===== config.mk =====
export PLATFORM = sky130hd
export DESIGN_NAME = agc_gain_cfg
export DESIGN_NICKNAME = d
export VERILOG_FILES = /design/src/shared/agc_pkg.sv /design/src/verilog/agc_cs_eval.sv /design/src/verilog/agc_gain_cfg.sv
export SDC_FILE = /design/constraint.sdc
export NUM_CORES = 1
export LEC_CHECK = 0
export BUFFER_PORTS_ARGS = -buffer_cell sky130_fd_sc_hd__buf_2
export CAP_MARGIN = 20
export CELL_PAD_IN_SITES_DETAIL_PLACEMENT = 0
export CELL_PAD_IN_SITES_GLOBAL_PLACEMENT = 1
export CORE_MARGIN = 3
export CORE_UTILIZATION = 45
export CTS_BUF_LIST = sky130_fd_sc_hd__clkbuf_2 sky130_fd_sc_hd__clkbuf_4 sky130_fd_sc_hd__clkbuf_8
export DETAILED_ROUTE_END_ITERATION = 7
export PLACE_DENSITY_LB_ADDON = 0.25
export SETUP_SLACK_MARGIN = 0.02
export SKIP_LAST_GASP = 1
export SLEW_MARGIN = 10
export SYNTH_ARGS = -nofsm -noshare
export SYNTH_HDL_FRONTEND = slang
export SYNTH_SLANG_ARGS = --single-unit

===== constraint.sdc =====
create_clock -name i_sys_clk -period 4.2 [get_ports i_sys_clk]
set_input_delay 0 -clock i_sys_clk [delete_from_list [all_inputs] [get_ports i_sys_clk]]
set_output_delay 0 -clock i_sys_clk [all_outputs]
set_load 0.01 [all_outputs]

===== src/shared/agc_pkg.sv =====
// package for the gain-limit and carrier-sense configuration bank
// assumes a single 40 MHz clock domain and byte-wide register port
package agc_pkg;

  // ----------------------------------------------------------------
  // register map
  // ----------------------------------------------------------------
  localparam int ADDR_W = 6;
  localparam logic [ADDR_W-1:0] GAIN_LIMIT_AND_TARGET_OFS           = 6'h1B;
  localparam logic [ADDR_W-1:0] GAIN_PRIORITY_AND_CARRIER_SENSE_OFS = 6'h1C;
  localparam logic [7:0] GAIN_LIMIT_AND_TARGET_RST           = 8'h03;
  localparam logic [7:0] GAIN_PRIORITY_AND_CARRIER_SENSE_RST = 8'h40;
  localparam logic [7:0] PRIO_CS_WRITE_MASK                  = 8'h7F;

  // ----------------------------------------------------------------
  // field positions
  // ----------------------------------------------------------------
  localparam int DIG_CEIL_LSB  = 6;
  localparam int FRONT_CEIL_LSB = 3;
  localparam int TARGET_LSB    = 0;
  localparam int ORDER_BIT     = 6;
  localparam int REL_THR_LSB   = 4;
  localparam int ABS_THR_LSB   = 0;

  // ----------------------------------------------------------------
  // encodings and figures
  // ----------------------------------------------------------------
  localparam logic [3:0] ABS_THR_DISABLED = 4'h8;
  localparam logic [1:0] REL_THR_OFF      = 2'h0;
  localparam logic [2:0] DIG_TOP_STEP     = 3'h7;
  localparam logic       ORDER_FIRST_AMP  = 1'b1;

  typedef struct packed {
    logic [1:0] digital_gain_ceiling;
    logic [2:0] front_amp_gain_ceiling;
    logic [2:0] amplitude_target;
  } agc_limit_type;

  typedef struct packed {
    logic       amp_reduction_order;
    logic [1:0] carrier_relative_threshold;
    logic [3:0] carrier_absolute_threshold;
  } agc_cs_cfg_type;

  typedef struct packed {
    agc_limit_type  limit;
    agc_cs_cfg_type cs_cfg;
    logic [7:0]     rdata;
    logic signed [7:0] base_rssi;
    logic           base_valid;
    logic           rel_latched;
    logic           carrier_sense;
    logic           reduce_first;
    logic           reduce_second;
    logic [2:0]     dig_max_step;
    logic [7:0]     front_backoff;
    logic [5:0]     target_db;
  } agc_state_type;

  // target amplitude in dB for each code
  function automatic logic [5:0] agc_target_db(input logic [2:0] code);
    case (code)
      3'h0:    agc_target_db = 6'h18;
      3'h1:    agc_target_db = 6'h1B;
      3'h2:    agc_target_db = 6'h1E;
      3'h3:    agc_target_db = 6'h21;
      3'h4:    agc_target_db = 6'h24;
      3'h5:    agc_target_db = 6'h26;
      3'h6:    agc_target_db = 6'h28;
      default: agc_target_db = 6'h2A;
    endcase
  endfunction : agc_target_db

  // front amplifier ceiling back-off in tenths of a dB
  function automatic logic [7:0] agc_front_backoff(input logic [2:0] code);
    case (code)
      3'h0:    agc_front_backoff = 8'h00;
      3'h1:    agc_front_backoff = 8'h1A;
      3'h2:    agc_front_backoff = 8'h3D;
      3'h3:    agc_front_backoff = 8'h4A;
      3'h4:    agc_front_backoff = 8'h5C;
      3'h5:    agc_front_backoff = 8'h73;
      3'h6:    agc_front_backoff = 8'h92;
      default: agc_front_backoff = 8'hAB;
    endcase
  endfunction : agc_front_backoff

  // relative rise in dB needed for carrier sense
  function automatic logic [4:0] agc_rel_step(input logic [1:0] code);
    case (code)
      2'h1:    agc_rel_step = 5'h06;
      2'h2:    agc_rel_step = 5'h0A;
      2'h3:    agc_rel_step = 5'h0E;
      default: agc_rel_step = 5'h00;
    endcase
  endfunction : agc_rel_step

endpackage : agc_pkg


===== src/verilog/agc_cs_eval.sv =====
// carrier-sense comparators for one strength sample
// assumes the sample and baseline are in dB on the channel filter scale
`timescale 1ns/1ps
module agc_cs_eval import agc_pkg::*; (
  input  wire logic signed [7:0] i_rssi,
  input  wire logic signed [7:0] i_base_rssi,
  input  wire logic              i_base_valid,
  input  wire agc_cs_cfg_type    i_cfg,
  input  wire logic [2:0]        i_target_code,
  output logic                   o_abs_hit,
  output logic                   o_rel_hit
);

  logic signed [8:0] abs_ref;
  logic signed [8:0] rise;

  always_comb begin
    // ref = target + signed offset, 1 dB per step
    abs_ref   = $signed({3'h0, agc_target_db(i_target_code)})
              + $signed({{5{i_cfg.carrier_absolute_threshold[3]}}, i_cfg.carrier_absolute_threshold});
    o_abs_hit = (i_cfg.carrier_absolute_threshold != ABS_THR_DISABLED)
              && ($signed({i_rssi[7], i_rssi}) >= abs_ref);
    rise      = $signed({i_rssi[7], i_rssi}) - $signed({i_base_rssi[7], i_base_rssi});
    o_rel_hit = i_base_valid && (i_cfg.carrier_relative_threshold != REL_THR_OFF)
              && (rise >= $signed({4'h0, agc_rel_step(i_cfg.carrier_relative_threshold)}));
  end

endmodule : agc_cs_eval


===== src/verilog/agc_gain_cfg.sv =====
// gain-limit, amplitude-target and carrier-sense configuration bank
// assumes a synchronous byte register port and a gain loop that reports stage limits
//
// What this block does
// - digital gain ceiling removes the top 1, 2 or 3 steps; 0 allows all.
// - front amplifier ceiling code 0 full gain, 1..7 lower ceiling stepwise.
// - amplitude target codes 0..7 map to 24..42 dB.
// - order bit 1: reduce first amplifier before any other reduction.
// - order bit 0: take second amplifier to minimum before reducing first.
// - relative threshold zero disables the relative carrier sense test.
// - relative codes 1..3 assert carrier sense on 6, 10, 14 dB rise.
// - absolute threshold is signed 1 dB steps around the amplitude target.
// - absolute threshold code -8 disables the absolute test.
// - absolute level is channel amplitude while no gain has been reduced.
`timescale 1ns/1ps
module agc_gain_cfg import agc_pkg::*; (
  input  wire logic              i_sys_clk,
  input  wire logic              i_sys_rst,
  input  wire logic [ADDR_W-1:0] i_reg_addr,
  input  wire logic              i_reg_wr,
  input  wire logic              i_reg_rd,
  input  wire logic [7:0]        i_reg_wdata,
  output logic [7:0]             o_reg_rdata,
  input  wire logic signed [7:0] i_rssi,
  input  wire logic              i_rssi_valid,
  input  wire logic              i_cs_clear,
  input  wire logic              i_reduce_req,
  input  wire logic              i_first_amp_at_min,
  input  wire logic              i_second_amp_at_min,
  output logic                   o_reduce_first,
  output logic                   o_reduce_second,
  output logic                   o_carrier_sense,
  output logic [2:0]             o_dig_max_step,
  output logic [7:0]             o_front_backoff,
  output logic [5:0]             o_target_db,
  output logic                   o_amp_reduction_order
);

  // ----------------------------------------------------------------
  // state
  // ----------------------------------------------------------------
  agc_state_type state_ff;
  agc_state_type nxt_state;
  logic          abs_hit;
  logic          rel_hit;
  logic          rel_now;

  // ----------------------------------------------------------------
  // helpers
  // ----------------------------------------------------------------
  // highest digital gain step left once the top steps are barred
  function automatic logic [2:0] dig_step_limit(input logic [1:0] ceiling);
    dig_step_limit = DIG_TOP_STEP - {1'b0, ceiling};
  endfunction : dig_step_limit

  // read-back image of one register; unmapped addresses read as zero
  function automatic logic [7:0] reg_image(input logic [ADDR_W-1:0] addr,
                                           input agc_limit_type     limit,
                                           input agc_cs_cfg_type    cs_cfg);
    case (addr)
      GAIN_LIMIT_AND_TARGET_OFS: begin
        reg_image = limit;
      end
      GAIN_PRIORITY_AND_CARRIER_SENSE_OFS: begin
        reg_image = {1'b0, cs_cfg};
      end
      default: begin
        reg_image = 8'h00;
      end
    endcase
  endfunction : reg_image

  // carrier sense after one sample: either criterion, or an earlier relative
  // rise that this cycle does not clear
  function automatic logic cs_level(input logic abs_now,
                                    input logic rel_now_hit,
                                    input logic latched,
                                    input logic clear);
    cs_level = abs_now || rel_now_hit || (latched && !clear);
  endfunction : cs_level

  // ----------------------------------------------------------------
  // reset image
  // ----------------------------------------------------------------
  // decoded outputs start in step with the register reset codes, so the
  // gain loop never sees a stale limit as reset is released
  localparam agc_limit_type  LIMIT_RST  = agc_limit_type'(GAIN_LIMIT_AND_TARGET_RST);
  localparam agc_cs_cfg_type CS_CFG_RST = agc_cs_cfg_type'(GAIN_PRIORITY_AND_CARRIER_SENSE_RST[6:0]);
  localparam agc_state_type  STATE_RST  = '{
    limit:         LIMIT_RST,
    cs_cfg:        CS_CFG_RST,
    rdata:         8'h00,
    base_rssi:     8'sh00,
    base_valid:    1'b0,
    rel_latched:   1'b0,
    carrier_sense: 1'b0,
    reduce_first:  1'b0,
    reduce_second: 1'b0,
    dig_max_step:  dig_step_limit(LIMIT_RST.digital_gain_ceiling),
    front_backoff: agc_front_backoff(LIMIT_RST.front_amp_gain_ceiling),
    target_db:     agc_target_db(LIMIT_RST.amplitude_target)
  };

  // ----------------------------------------------------------------
  // carrier-sense comparators
  // ----------------------------------------------------------------
  // they see the registered config, so a write takes effect from the next sample
  agc_cs_eval u_cs_eval (
    .i_rssi        (i_rssi),
    .i_base_rssi   (state_ff.base_rssi),
    .i_base_valid  (state_ff.base_valid),
    .i_cfg         (state_ff.cs_cfg),
    .i_target_code (state_ff.limit.amplitude_target),
    .o_abs_hit     (abs_hit),
    .o_rel_hit     (rel_hit)
  );

  // ----------------------------------------------------------------
  // next state
  // ----------------------------------------------------------------
  always_comb begin
    nxt_state = state_ff;
    rel_now   = 1'b0;

    // ----------------------------------------------------------------
    // register port
    // ----------------------------------------------------------------
    // config is taken as static once reception runs
    if (i_reg_wr) begin
      case (i_reg_addr)
        GAIN_LIMIT_AND_TARGET_OFS: begin
          nxt_state.limit = agc_limit_type'(i_reg_wdata);
        end
        GAIN_PRIORITY_AND_CARRIER_SENSE_OFS: begin
          nxt_state.cs_cfg = agc_cs_cfg_type'(i_reg_wdata[6:0] & PRIO_CS_WRITE_MASK[6:0]);
        end
        default: begin
          // other addresses belong to neighbouring banks and are ignored here
        end
      endcase
    end
    if (i_reg_rd) begin
      nxt_state.rdata = reg_image(i_reg_addr, state_ff.limit, state_ff.cs_cfg);
    end

    // ----------------------------------------------------------------
    // decoded limits for the gain loop
    // ----------------------------------------------------------------
    // decoded one cycle behind the register so the gain loop sees a flop output
    nxt_state.dig_max_step  = dig_step_limit(state_ff.limit.digital_gain_ceiling);
    nxt_state.front_backoff = agc_front_backoff(state_ff.limit.front_amp_gain_ceiling);
    nxt_state.target_db     = agc_target_db(state_ff.limit.amplitude_target);

    // ----------------------------------------------------------------
    // amplifier reduction, one step per request
    // ----------------------------------------------------------------
    nxt_state.reduce_first  = 1'b0;
    nxt_state.reduce_second = 1'b0;
    if (i_reduce_req) begin
      if (state_ff.cs_cfg.amp_reduction_order == ORDER_FIRST_AMP) begin
        if (!i_first_amp_at_min) begin
          nxt_state.reduce_first = 1'b1;
        end else if (!i_second_amp_at_min) begin
          nxt_state.reduce_second = 1'b1;
        end
      end else begin
        if (!i_second_amp_at_min) begin
          nxt_state.reduce_second = 1'b1;
        end else if (!i_first_amp_at_min) begin
          nxt_state.reduce_first = 1'b1;
        end
      end
    end

    // ----------------------------------------------------------------
    // carrier sense
    // ----------------------------------------------------------------
    // a relative rise is latched until cleared; a rise in the clear cycle
    // still wins so a short burst is never lost
    if (i_rssi_valid) begin
      rel_now                 = rel_hit;
      nxt_state.base_rssi     = i_rssi;
      nxt_state.base_valid    = 1'b1;
      nxt_state.carrier_sense = cs_level(abs_hit, rel_hit, state_ff.rel_latched, i_cs_clear);
    end else if (i_cs_clear) begin
      nxt_state.carrier_sense = 1'b0;
    end
    if (rel_now) begin
      nxt_state.rel_latched = 1'b1;
    end else if (i_cs_clear) begin
      nxt_state.rel_latched = 1'b0;
      nxt_state.base_valid  = i_rssi_valid;
    end
  end

  // ----------------------------------------------------------------
  // registers
  // ----------------------------------------------------------------
  always_ff @(posedge i_sys_clk or posedge i_sys_rst) begin
    if (i_sys_rst) begin
      state_ff <= STATE_RST;
    end else begin
      state_ff <= nxt_state;
    end
  end

  // ----------------------------------------------------------------
  // outputs, each straight from the state register
  // ----------------------------------------------------------------
  // the gain loop reads the decoded limits, never the raw fields
  assign o_reg_rdata           = state_ff.rdata;
  assign o_reduce_first        = state_ff.reduce_first;
  assign o_reduce_second       = state_ff.reduce_second;
  assign o_carrier_sense       = state_ff.carrier_sense;
  assign o_dig_max_step        = state_ff.dig_max_step;
  assign o_front_backoff       = state_ff.front_backoff;
  assign o_target_db           = state_ff.target_db;
  assign o_amp_reduction_order = state_ff.cs_cfg.amp_reduction_order;

endmodule : agc_gain_cfg


Word-level counts from Yosys, hierarchy flattened
Cells that the tools add are included.
Widths: inputs -> output; s select.
Cells by class
  muxes and demuxes: 17
  $add $sub $neg: 3
  equal/unequal tests: 18
  reductions and logical operators: 14
  order comparisons: 2
Operators by type and width (number)
  $pmux 8 s7: 1
  $pmux 6 s7: 1
  $eq 3x3->1 const B: 6
  $pmux 8 s2: 1
  $eq 3x2->1 const B: 4
  $eq 6x5->1 const B: 2
  $pmux 4 s3: 1
  $mux 1: 10
  $ge 9x5->1: 1
  $sub 8x8->9: 1
  $add 7x4->8: 1
  $ge 8x8->1: 1
  $eq 3x1->1 const B: 2
  $logic_not 3->1: 2
  $mux 2: 3
  $reduce_bool 2->1: 3
  $eq 2x2->1 const B: 2
  $logic_and 1x1->1: 4
  $ne 4x4->1 const B: 1
  $reduce_and 2->1: 2
  $sub 3x2->3 const A: 1
  $eq 2x1->1 const B: 1
  $logic_or 1x1->1: 2
  $logic_not 1->1: 1
Word-level totals
  input port bits: 31
  output and inout port bits: 29
  flip-flop bits (word level): 53
  word-level logic and storage cells: 70

Logic depth before layout (Yosys ltp)
Gate-level depths: netlist (run 1).
  word-level depth: 8
  mapped depth: 16
  depth with buffers taken out: 16

Cells and area by module
A second synthesis (run 1) with hierarchy kept.
Unflattened totals
  cells, all modules: 294
  area, all modules: 3091.7 µm²
Modules (own cells, without submodules)
  agc_gain_cfg: area an instance 2192.1 µm², cells each 175, seq. area each 1285.0 µm², times used 1
  agc_cs_eval: area an instance 899.6 µm², cells each 119, seq. area each 0.0 µm², times used 1

Worst setup path after synthesis (run 1)
No wires, ideal clock.
  kind: register to register
  from: register state_ff[46] in the netlist's numbering
  to: register state_ff, in the netlist o_carrier_sense
  path buffers: 0
  setup slack: 1.338 ns
  cell stages (with the launch flop): 16
  setup time: 0.126 ns
  clock period less this slack: 2.862 ns
  arrival: 2.736 ns
  data required time: 4.074 ns
  cell sequence: dfstp_2 nor2b_1 xnor2_1 inv_1 fa_1 inv_1 a21oi_1 o21bai_1 a21o_1 a21oi_1 xor2_1 ha_1 o2111ai_1 a21oi_1 a211oi_1 o21ai_1
RTL lines
  start, declared: RTL line agc_gain_cfg.sv:42  | agc_state_type state_ff;
  start signal, assigned: RTL line agc_gain_cfg.sv:203  | state_ff <= nxt_state;

==> out/qor.yml, run 1 <==
run_status:
  status: "completed"
power:
  leakagePower_nw: 1.76
  pwr_density_cell_mw_per_mm2: 371
  peakVddDrop_mv: 0.249
critical_path:
  criticalPathCategory: "flop to flop"
  cpMaxStageDelayCell: "dfstp_2"
  path_buf_inv: 2
  cp-startpoint: "state_ff[46]"
  reg2reg_to: "o_carrier_sense"
  reg2reg_depth: 15
  worstPathMaxFanout: 6
  cp_slowest_stage_delay_ns: 0.58
  cp.required_ns: 4.39
  start_kind: "flop"
  worstReg2RegStart: "state_ff[46]"
  cp_top_family: "compound AO/OA/AOI/OAI gates"
  cp.depth: 15
  cp_cell_sequence: "nor2b_1 -> xnor2_1 -> inv_1 -> fa_1 -> inv_1 -> a21oi_1 -> o21bai_1 -> a21o_1 -> a21oi_1 -> xor2_1 -> ha_1 -> o2111ai_1 -> a21oi_1 -> a211oi_1 -> o21ai_1"
  end_kind: "flop"
  endpoint: "o_carrier_sense"
  rrSetupSlack_ns: 1.07
  worstPathArrival_ns: 3.32
  path_common_cell: "a21oi_1"
clocking:
  cts_sinks: 51
  cts.path.max_buffers: 2
  path_clk_slew_ns: 0.09
  cts_buffers: 5
  htree_levels: 2
  cts_tree: "done"
  clock-root-buffer: "clkbuf_8"
  clk_latency_ns: 0.31
  postCtsHoldBufs: 21
  cts-resized-gates: 0
  postCtsSetupBuffers: 0
yosys:
  yosys_warnings: 0
  synth.avg_cell_area_um2: 10.4
  synth_cell_types: 45
  syn-num-nets: 348
  synth-seq-cells: 51
  synth_edf_count: 0
  yosys.area.top_type: "dfrtp_1"
  syn_inst: 289
  synth_area_mm2: 0.00299
  synth_flop_cell: "dfrtp_1"
  synthArstFlopShare_pct: 100
  synth_top_area_share_pct: 36.8
  ys_top_cells_by_area: "dfrtp_1, ha_1, mux2_2"
  ys_seq_area_share_pct: 42.9
route:
  vias_per_cell: 5.10
  wl_mm: 5.76
  route.vias.total: 2162
  wl_per_cell_um: 13.6
  drcViolationCount: 0
  drt_iter0_markers: 76
  postRouteAntennaNets: 0
  drtPass1Iterations: 4
timing:
  setup_tns_ns: 0
  clock.fmax_mhz: 319
  worst_slack_ns: 1.07
  finalCritPeriodShare_pct: 74.6
  slew-limit-headroom_pct: 53.1
  fin_crit_ns: 3.13
  finalSetupViolCount: 0
  worstMarginPinSlew_ns: 0.699
  hold_violations: 0
  fin_hold_ws_ns: 0.0173
  rsz0062_at_grt: "false"
  fin_worst_skew_ns: 0.00945
  finalMaxSlewViolations: 0
floorplan:
  dieArea_mm2: 0.00767
  fp.dieH_um: 87.6
  ios: 60
  initial_core_util_pct: 46.9
  die_x_um: 87.6
  core_area_mm2: 0.00639
  rows: 29
grt:
  overflow: 0
  first_global_vias: 2006
  grt_use_total_pct: 15.6
  grt_max_degree: 37
  antenna_found_initial: 0
  grt_pass1_wl_mm: 9.41
cells_and_area:
  diodes: 0
  final_common_cell: "buf_2"
  area_growth_pct: 17.0
  fin_util_pct: 54.9
  nets: 405
  final_cells: 424
  final_cell_mix: "buf_2, dfrtp_1, inv_1, ha_1, a21oi_1"
  drive_gt1_share_pct: 28.8
placed_design:
  hpwl_mm: 4.35
  portBuffers: 58
  place_inst: 395
  place_ws_ns: 1.07
  gp_congestion: 0.811
min_path:
  min_path_type: "primary input to flop"
run:
  maxCapViolations: 0
==> worst min path at each step <==
stage          slack (ns)                  to  depth (start not counted)               start
6_report             0.02        state_ff[21]                          3          i_cs_clear
2_1_floorplan        0.07      o_reduce_first                          1  i_first_amp_at_min
5_1_grt              0.03        state_ff[21]                          3          i_cs_clear
3_3_place_gp         0.18      o_reduce_first                          2  i_first_amp_at_min
3_5_place_dp        -0.01  o_front_backoff[4]                          2           i_sys_rst
4_1_cts              0.01        state_ff[20]                          4          i_cs_clear
==> sequential cells by signal, indices dropped and copies added (netlist names) <==
name	cells
o_target_db	6
o_carrier_sense	1
o_front_backoff	7
o_reduce_first	1
state_ff	24
o_reduce_second	1
o_reg_rdata	8
o_dig_max_step	2
o_amp_reduction_order	1
==> cell families (layout without fill, tap and decap cells) <==
family          after synthesis  after routing  synth area share (%)
xor+xnor                     10             10                  2.93
mux                          18             18                  6.73
buf+inv                      58            116                  10.4
simple gates                 56             56                  10.4
compound gates               67             67                  14.3
fa+ha+maj                    28             28                  12.2
flops                        51             51                  42.9
other cells                   1              1                 0.125
==> metrics by stage <==
| step | instance area [µm²] | total power (W) |
|---|---|---|
| 3_5_place_dp | 3190 | 0.000996 |
| 4_1_cts | 3500 | 0.00132 |
| 5_1_grt | 3500 | 0.00140 |
| 6_report | 3500 | 0.00130 |
| 2_1_floorplan | 2990 | 0.000917 |
| 3_3_place_gp | 3170 | 0.000989 |
==> synthesized netlist by cell type (all sizes together) (2+ instances only) <==
cell type,count
a2111oi,2
a211oi,2
a21boi,3
a21o,9
a21oi,22
a22oi,7
and2,2
and3,2
buf,25
clkbuf,5
dfrtp,44
dfstp,7
fa,2
ha,26
inv,28
mux2,17
nand2,15
nand2b,3
nand3b,2
nor2,13
nor2b,6
nor3,4
nor3b,2
o2111ai,2
o21ai,14
o21bai,2
xnor2,5
xor2,5
==> power breakdown <==
part | leakage [nW] | internal (W) | switching [W] | total, W
combinational | 1.08 | 0.000192 | 0.000208 | 0.000400
sequential | 0.630 | 0.000558 | 0.0000402 | 0.000599
clock | 0.0474 | 0.000135 | 0.000167 | 0.000302
==> worst register-to-register path, cell delays in order, from the launching register on <==
cell	delay [ns]
dfstp_2	0.58
nor2b_1	0.24
xnor2_1	0.19
inv_1	0.09
fa_1	0.44
inv_1	0.07
a21oi_1	0.06
o21bai_1	0.19
a21o_1	0.15
a21oi_1	0.08
xor2_1	0.15
ha_1	0.30
o2111ai_1	0.10
a21oi_1	0.06
a211oi_1	0.19
o21ai_1	0.10
==> metal layers <==
metal  vias up  GRT usage, %  wire (µm)
li1       1087             -          -
met1      1011          22.4       2780
met2        57          24.2       2600
met3         7          3.76        330
met4         0          3.35         46
met5         -             0          0
==> layout make-up <==
class,instances,area [µm²]
fillers,593,2880
multi-input cells,180,1400
flip-flops and latches,51,1280
repair buffers,80,520
inverters,28,105
well taps,77,96.3
clock buffers,6,82.6
clock inverters,2,16.3
Power figures use the tool's default switching activity.
==> run 2, diff against run 1 <==
Settings changed: ABC_AREA from default to 1, CORE_UTILIZATION 45 to 43.
Clock period 4.2 ns to 3.3 ns, I/O delays scaled along.
==> run 2 against run 1 <==
Effect of this change:
- final cell count rose by 21%
- worst hold slack improved by 0.0076 ns
- via count is 12% higher
- sequential cell count unchanged
- wire length up 11%
- critical path depth increased by 8
- non-clock buffer count increased by 3
==> out/qor.yml, run 2 <==
run_status:
  status: "completed"
placed_design:
  hpwl_mm: 4.72
  gp_congestion: 0.863
  placed_area_mm2: 0.00331
  portBuffers: 58
  place_ws_ns: 0.187
cells_and_area:
  largest_reg_flops: 24
  postLayoutCellArea_mm2: 0.00363
  largest-register: "state_ff"
  diodes: 0
  nets: 473
  drive_gt1_share_pct: 24.6
  fill_cells: 648
  final_common_cell: "nand2_1"
  area_growth_pct: 17.5
  final_cell_mix: "nand2_1, buf_2, inv_1, dfrtp_1, ha_1"
grt:
  first_global_vias: 2337
  overflow: 0
  grt_use_total_pct: 16.2
  antenna_found_initial: 0
  grt_pass1_wl_mm: 10.8
  grt_max_degree: 30
timing:
  finalCritPeriodShare_pct: 91.8
  finalMaxSlewViolations: 0
  worst_slack_ns: 0.271
  worstMarginPinSlew_ns: 0.651
  finalSetupViolCount: 0
  fin_worst_skew_ns: 0.0111
  fin_hold_ws_ns: 0.0249
  setup_tns_ns: 0
  clock.fmax_mhz: 330
  rsz0062_at_grt: "false"
  slew-limit-headroom_pct: 56.6
  hold_violations: 0
  fin_crit_ns: 3.03
floorplan:
  rows: 30
  core_area_mm2: 0.00687
  dieArea_mm2: 0.00825
  die_x_um: 90.8
  initial_core_util_pct: 45.0
  ios: 60
  fp.dieH_um: 90.8
critical_path:
  end_kind: "flop"
  worstReg2RegStart: "state_ff[46]"
  rrSetupSlack_ns: 0.27
  path_common_cell: "nand2_1"
  start_kind: "flop"
  worstPathArrival_ns: 3.24
  worstPathMaxFanout: 4
  criticalPathCategory: "flop to flop"
  cp_slowest_stage_delay_ns: 0.55
  cp-startpoint: "state_ff[46]"
  cp_cell_sequence: "inv_1 -> nor2_2 -> nand2_1 -> o21ai_2 -> ha_1 -> a21oi_2 -> nand2_1 -> nand2_1 -> nand2_1 -> nand2_1 -> nand2_2 -> a21oi_2 -> xor2_1 -> ha_1 -> a21o_1 -> nor2_2 -> nand2_1 -> nand2_1 -> nand3_1 -> nand2_1 -> nand2_1 -> nand2_1 -> nand2_1"
  cpMaxStageDelayCell: "dfstp_2"
  cp_top_family: "simple AND/OR/NAND/NOR gates"
  path_buf_inv: 1
  cp.required_ns: 3.51
clocking:
  clock-root-buffer: "clkbuf_8"
  cts_tree: "done"
  clk_latency_ns: 0.31
  path_clk_slew_ns: 0.10
  cts_buffers: 5
  cts.path.max_buffers: 2
  htree_levels: 2
  cts_sinks: 51
route:
  vias_per_cell: 4.75
  postRouteAntennaNets: 0
  wl_mm: 6.41
  wl_per_cell_um: 12.5
  drcViolationCount: 0
  route.vias.total: 2427
  drt_iter0_markers: 81
  drtPass1Iterations: 4
power:
  peakVddDrop_mv: 0.290
  leakagePower_nw: 1.95
  pwr_density_cell_mw_per_mm2: 524
run:
  maxCapViolations: 0
yosys:
  ys_top_cells_by_area: "dfrtp_1, ha_1, nand2_1"
  synth_cell_types: 34
  syn_inst: 353
  synth_area_mm2: 0.00309
  synth_edf_count: 0
  synth_flop_cell: "dfrtp_1"
  synthMostInstantiatedCell: "nand2_1"
  synthArstFlopShare_pct: 100
  synthTopCellsByCount: "nand2_1, inv_1, dfrtp_1, ha_1, buf_4"
  synth.avg_cell_area_um2: 8.76
  synth-seq-cells: 51
  synth_top_area_share_pct: 35.6
  yosys_warnings: 0
  syn-num-nets: 412
  ys_seq_area_share_pct: 41.5
  yosys.area.top_type: "dfrtp_1"
min_path:
  min_from: "i_rssi[0]"
  min_path_type: "primary input to flop"
-- run 2: cell type report --
class                   instances  area [µm²]  area share [%]
clock inverters                 2        13.8           0.379
repair buffers                 83         531            14.6
clock buffers                   6        76.3            2.10
multi-input cells             223        1420            39.1
flip-flops and latches         51        1280            35.4
inverters                      50         188            5.17
well taps                      96         120            3.31
-- run 2: layer usage --
metal | track usage [%] | vias to the layer above | share of wire (%)
met4 | 5.40 | 0 | 1.1
met1 | 21.3 | 1131 | 46
met3 | 2.50 | 8 | 3.9
met5 | 0 | - | 0
li1 | - | 1239 | -
met2 | 27.2 | 49 | 49
-- run 2: repair_timing --
| action | in CTS | in global routing |
|---|---|---|
| setup buffers | 0 | 1 |
| setup endpoints to repair | 0 | 1 |
| hold buffers | 21 | 0 |
| resized for setup | 0 | 6 |
| endpoints found under the hold margin | 50 | 0 |
-- run 2: report_power, final --
part	switching (W)	internal, W	total [W]
Combinational	0.000434	0.000329	0.000763
Clock	0.000211	0.000158	0.000369
Sequential	0.0000434	0.000730	0.000773
Total	0.000688	0.00122	0.00191
-- run 2: final timing paths --
check                                    end  cells past startpoint
max in group asynchronous     o_target_db[0]                      4
setup / recovery             o_carrier_sense                     23
setup reg to reg             o_carrier_sense                     23
hold / removal                  state_ff[22]                      3
hold reg to reg            o_dig_max_step[1]                      1
min in group asynchronous       state_ff[21]                      3
-- run 2: stage by stage --
step	std cells	total power (W)	util [%]
2_1_floorplan	353	0.00138	-
3_3_place_gp	481	0.00151	48.2
3_5_place_dp	481	0.00152	48.2
4_1_cts	510	0.00192	52.6
5_1_grt	511	0.00208	52.9
6_report	511	0.00191	52.9
-- run 2: logic make-up after synthesis --
family | Yosys count | share of synthesized area (%)
adder cells (fa/ha/maj) | 28 | 11.8
XOR/XNOR | 9 | 2.55
buffers and inverters | 79 | 13.0
AO/OA/AOI/OAI | 57 | 10.7
multiplexers | 7 | 2.55
AND/OR/NAND/NOR | 121 | 17.7
flip-flops | 51 | 41.5
other | 1 | 0.121
-- run 2: worst register-to-register path, stage by stage (launching register included) --
cell and delay, ns:
dfstp_2 0.55, inv_1 0.10, nor2_2 0.13, nand2_1 0.08, o21ai_2 0.07, ha_1 0.28, a21oi_2 0.14, nand2_1 0.08
nand2_1 0.06, nand2_1 0.04, nand2_1 0.06, nand2_2 0.06, a21oi_2 0.13, xor2_1 0.16, ha_1 0.29, a21o_1 0.20
nor2_2 0.11, nand2_1 0.06, nand2_1 0.05, nand3_1 0.06, nand2_1 0.06, nand2_1 0.05, nand2_1 0.05, nand2_1 0.04
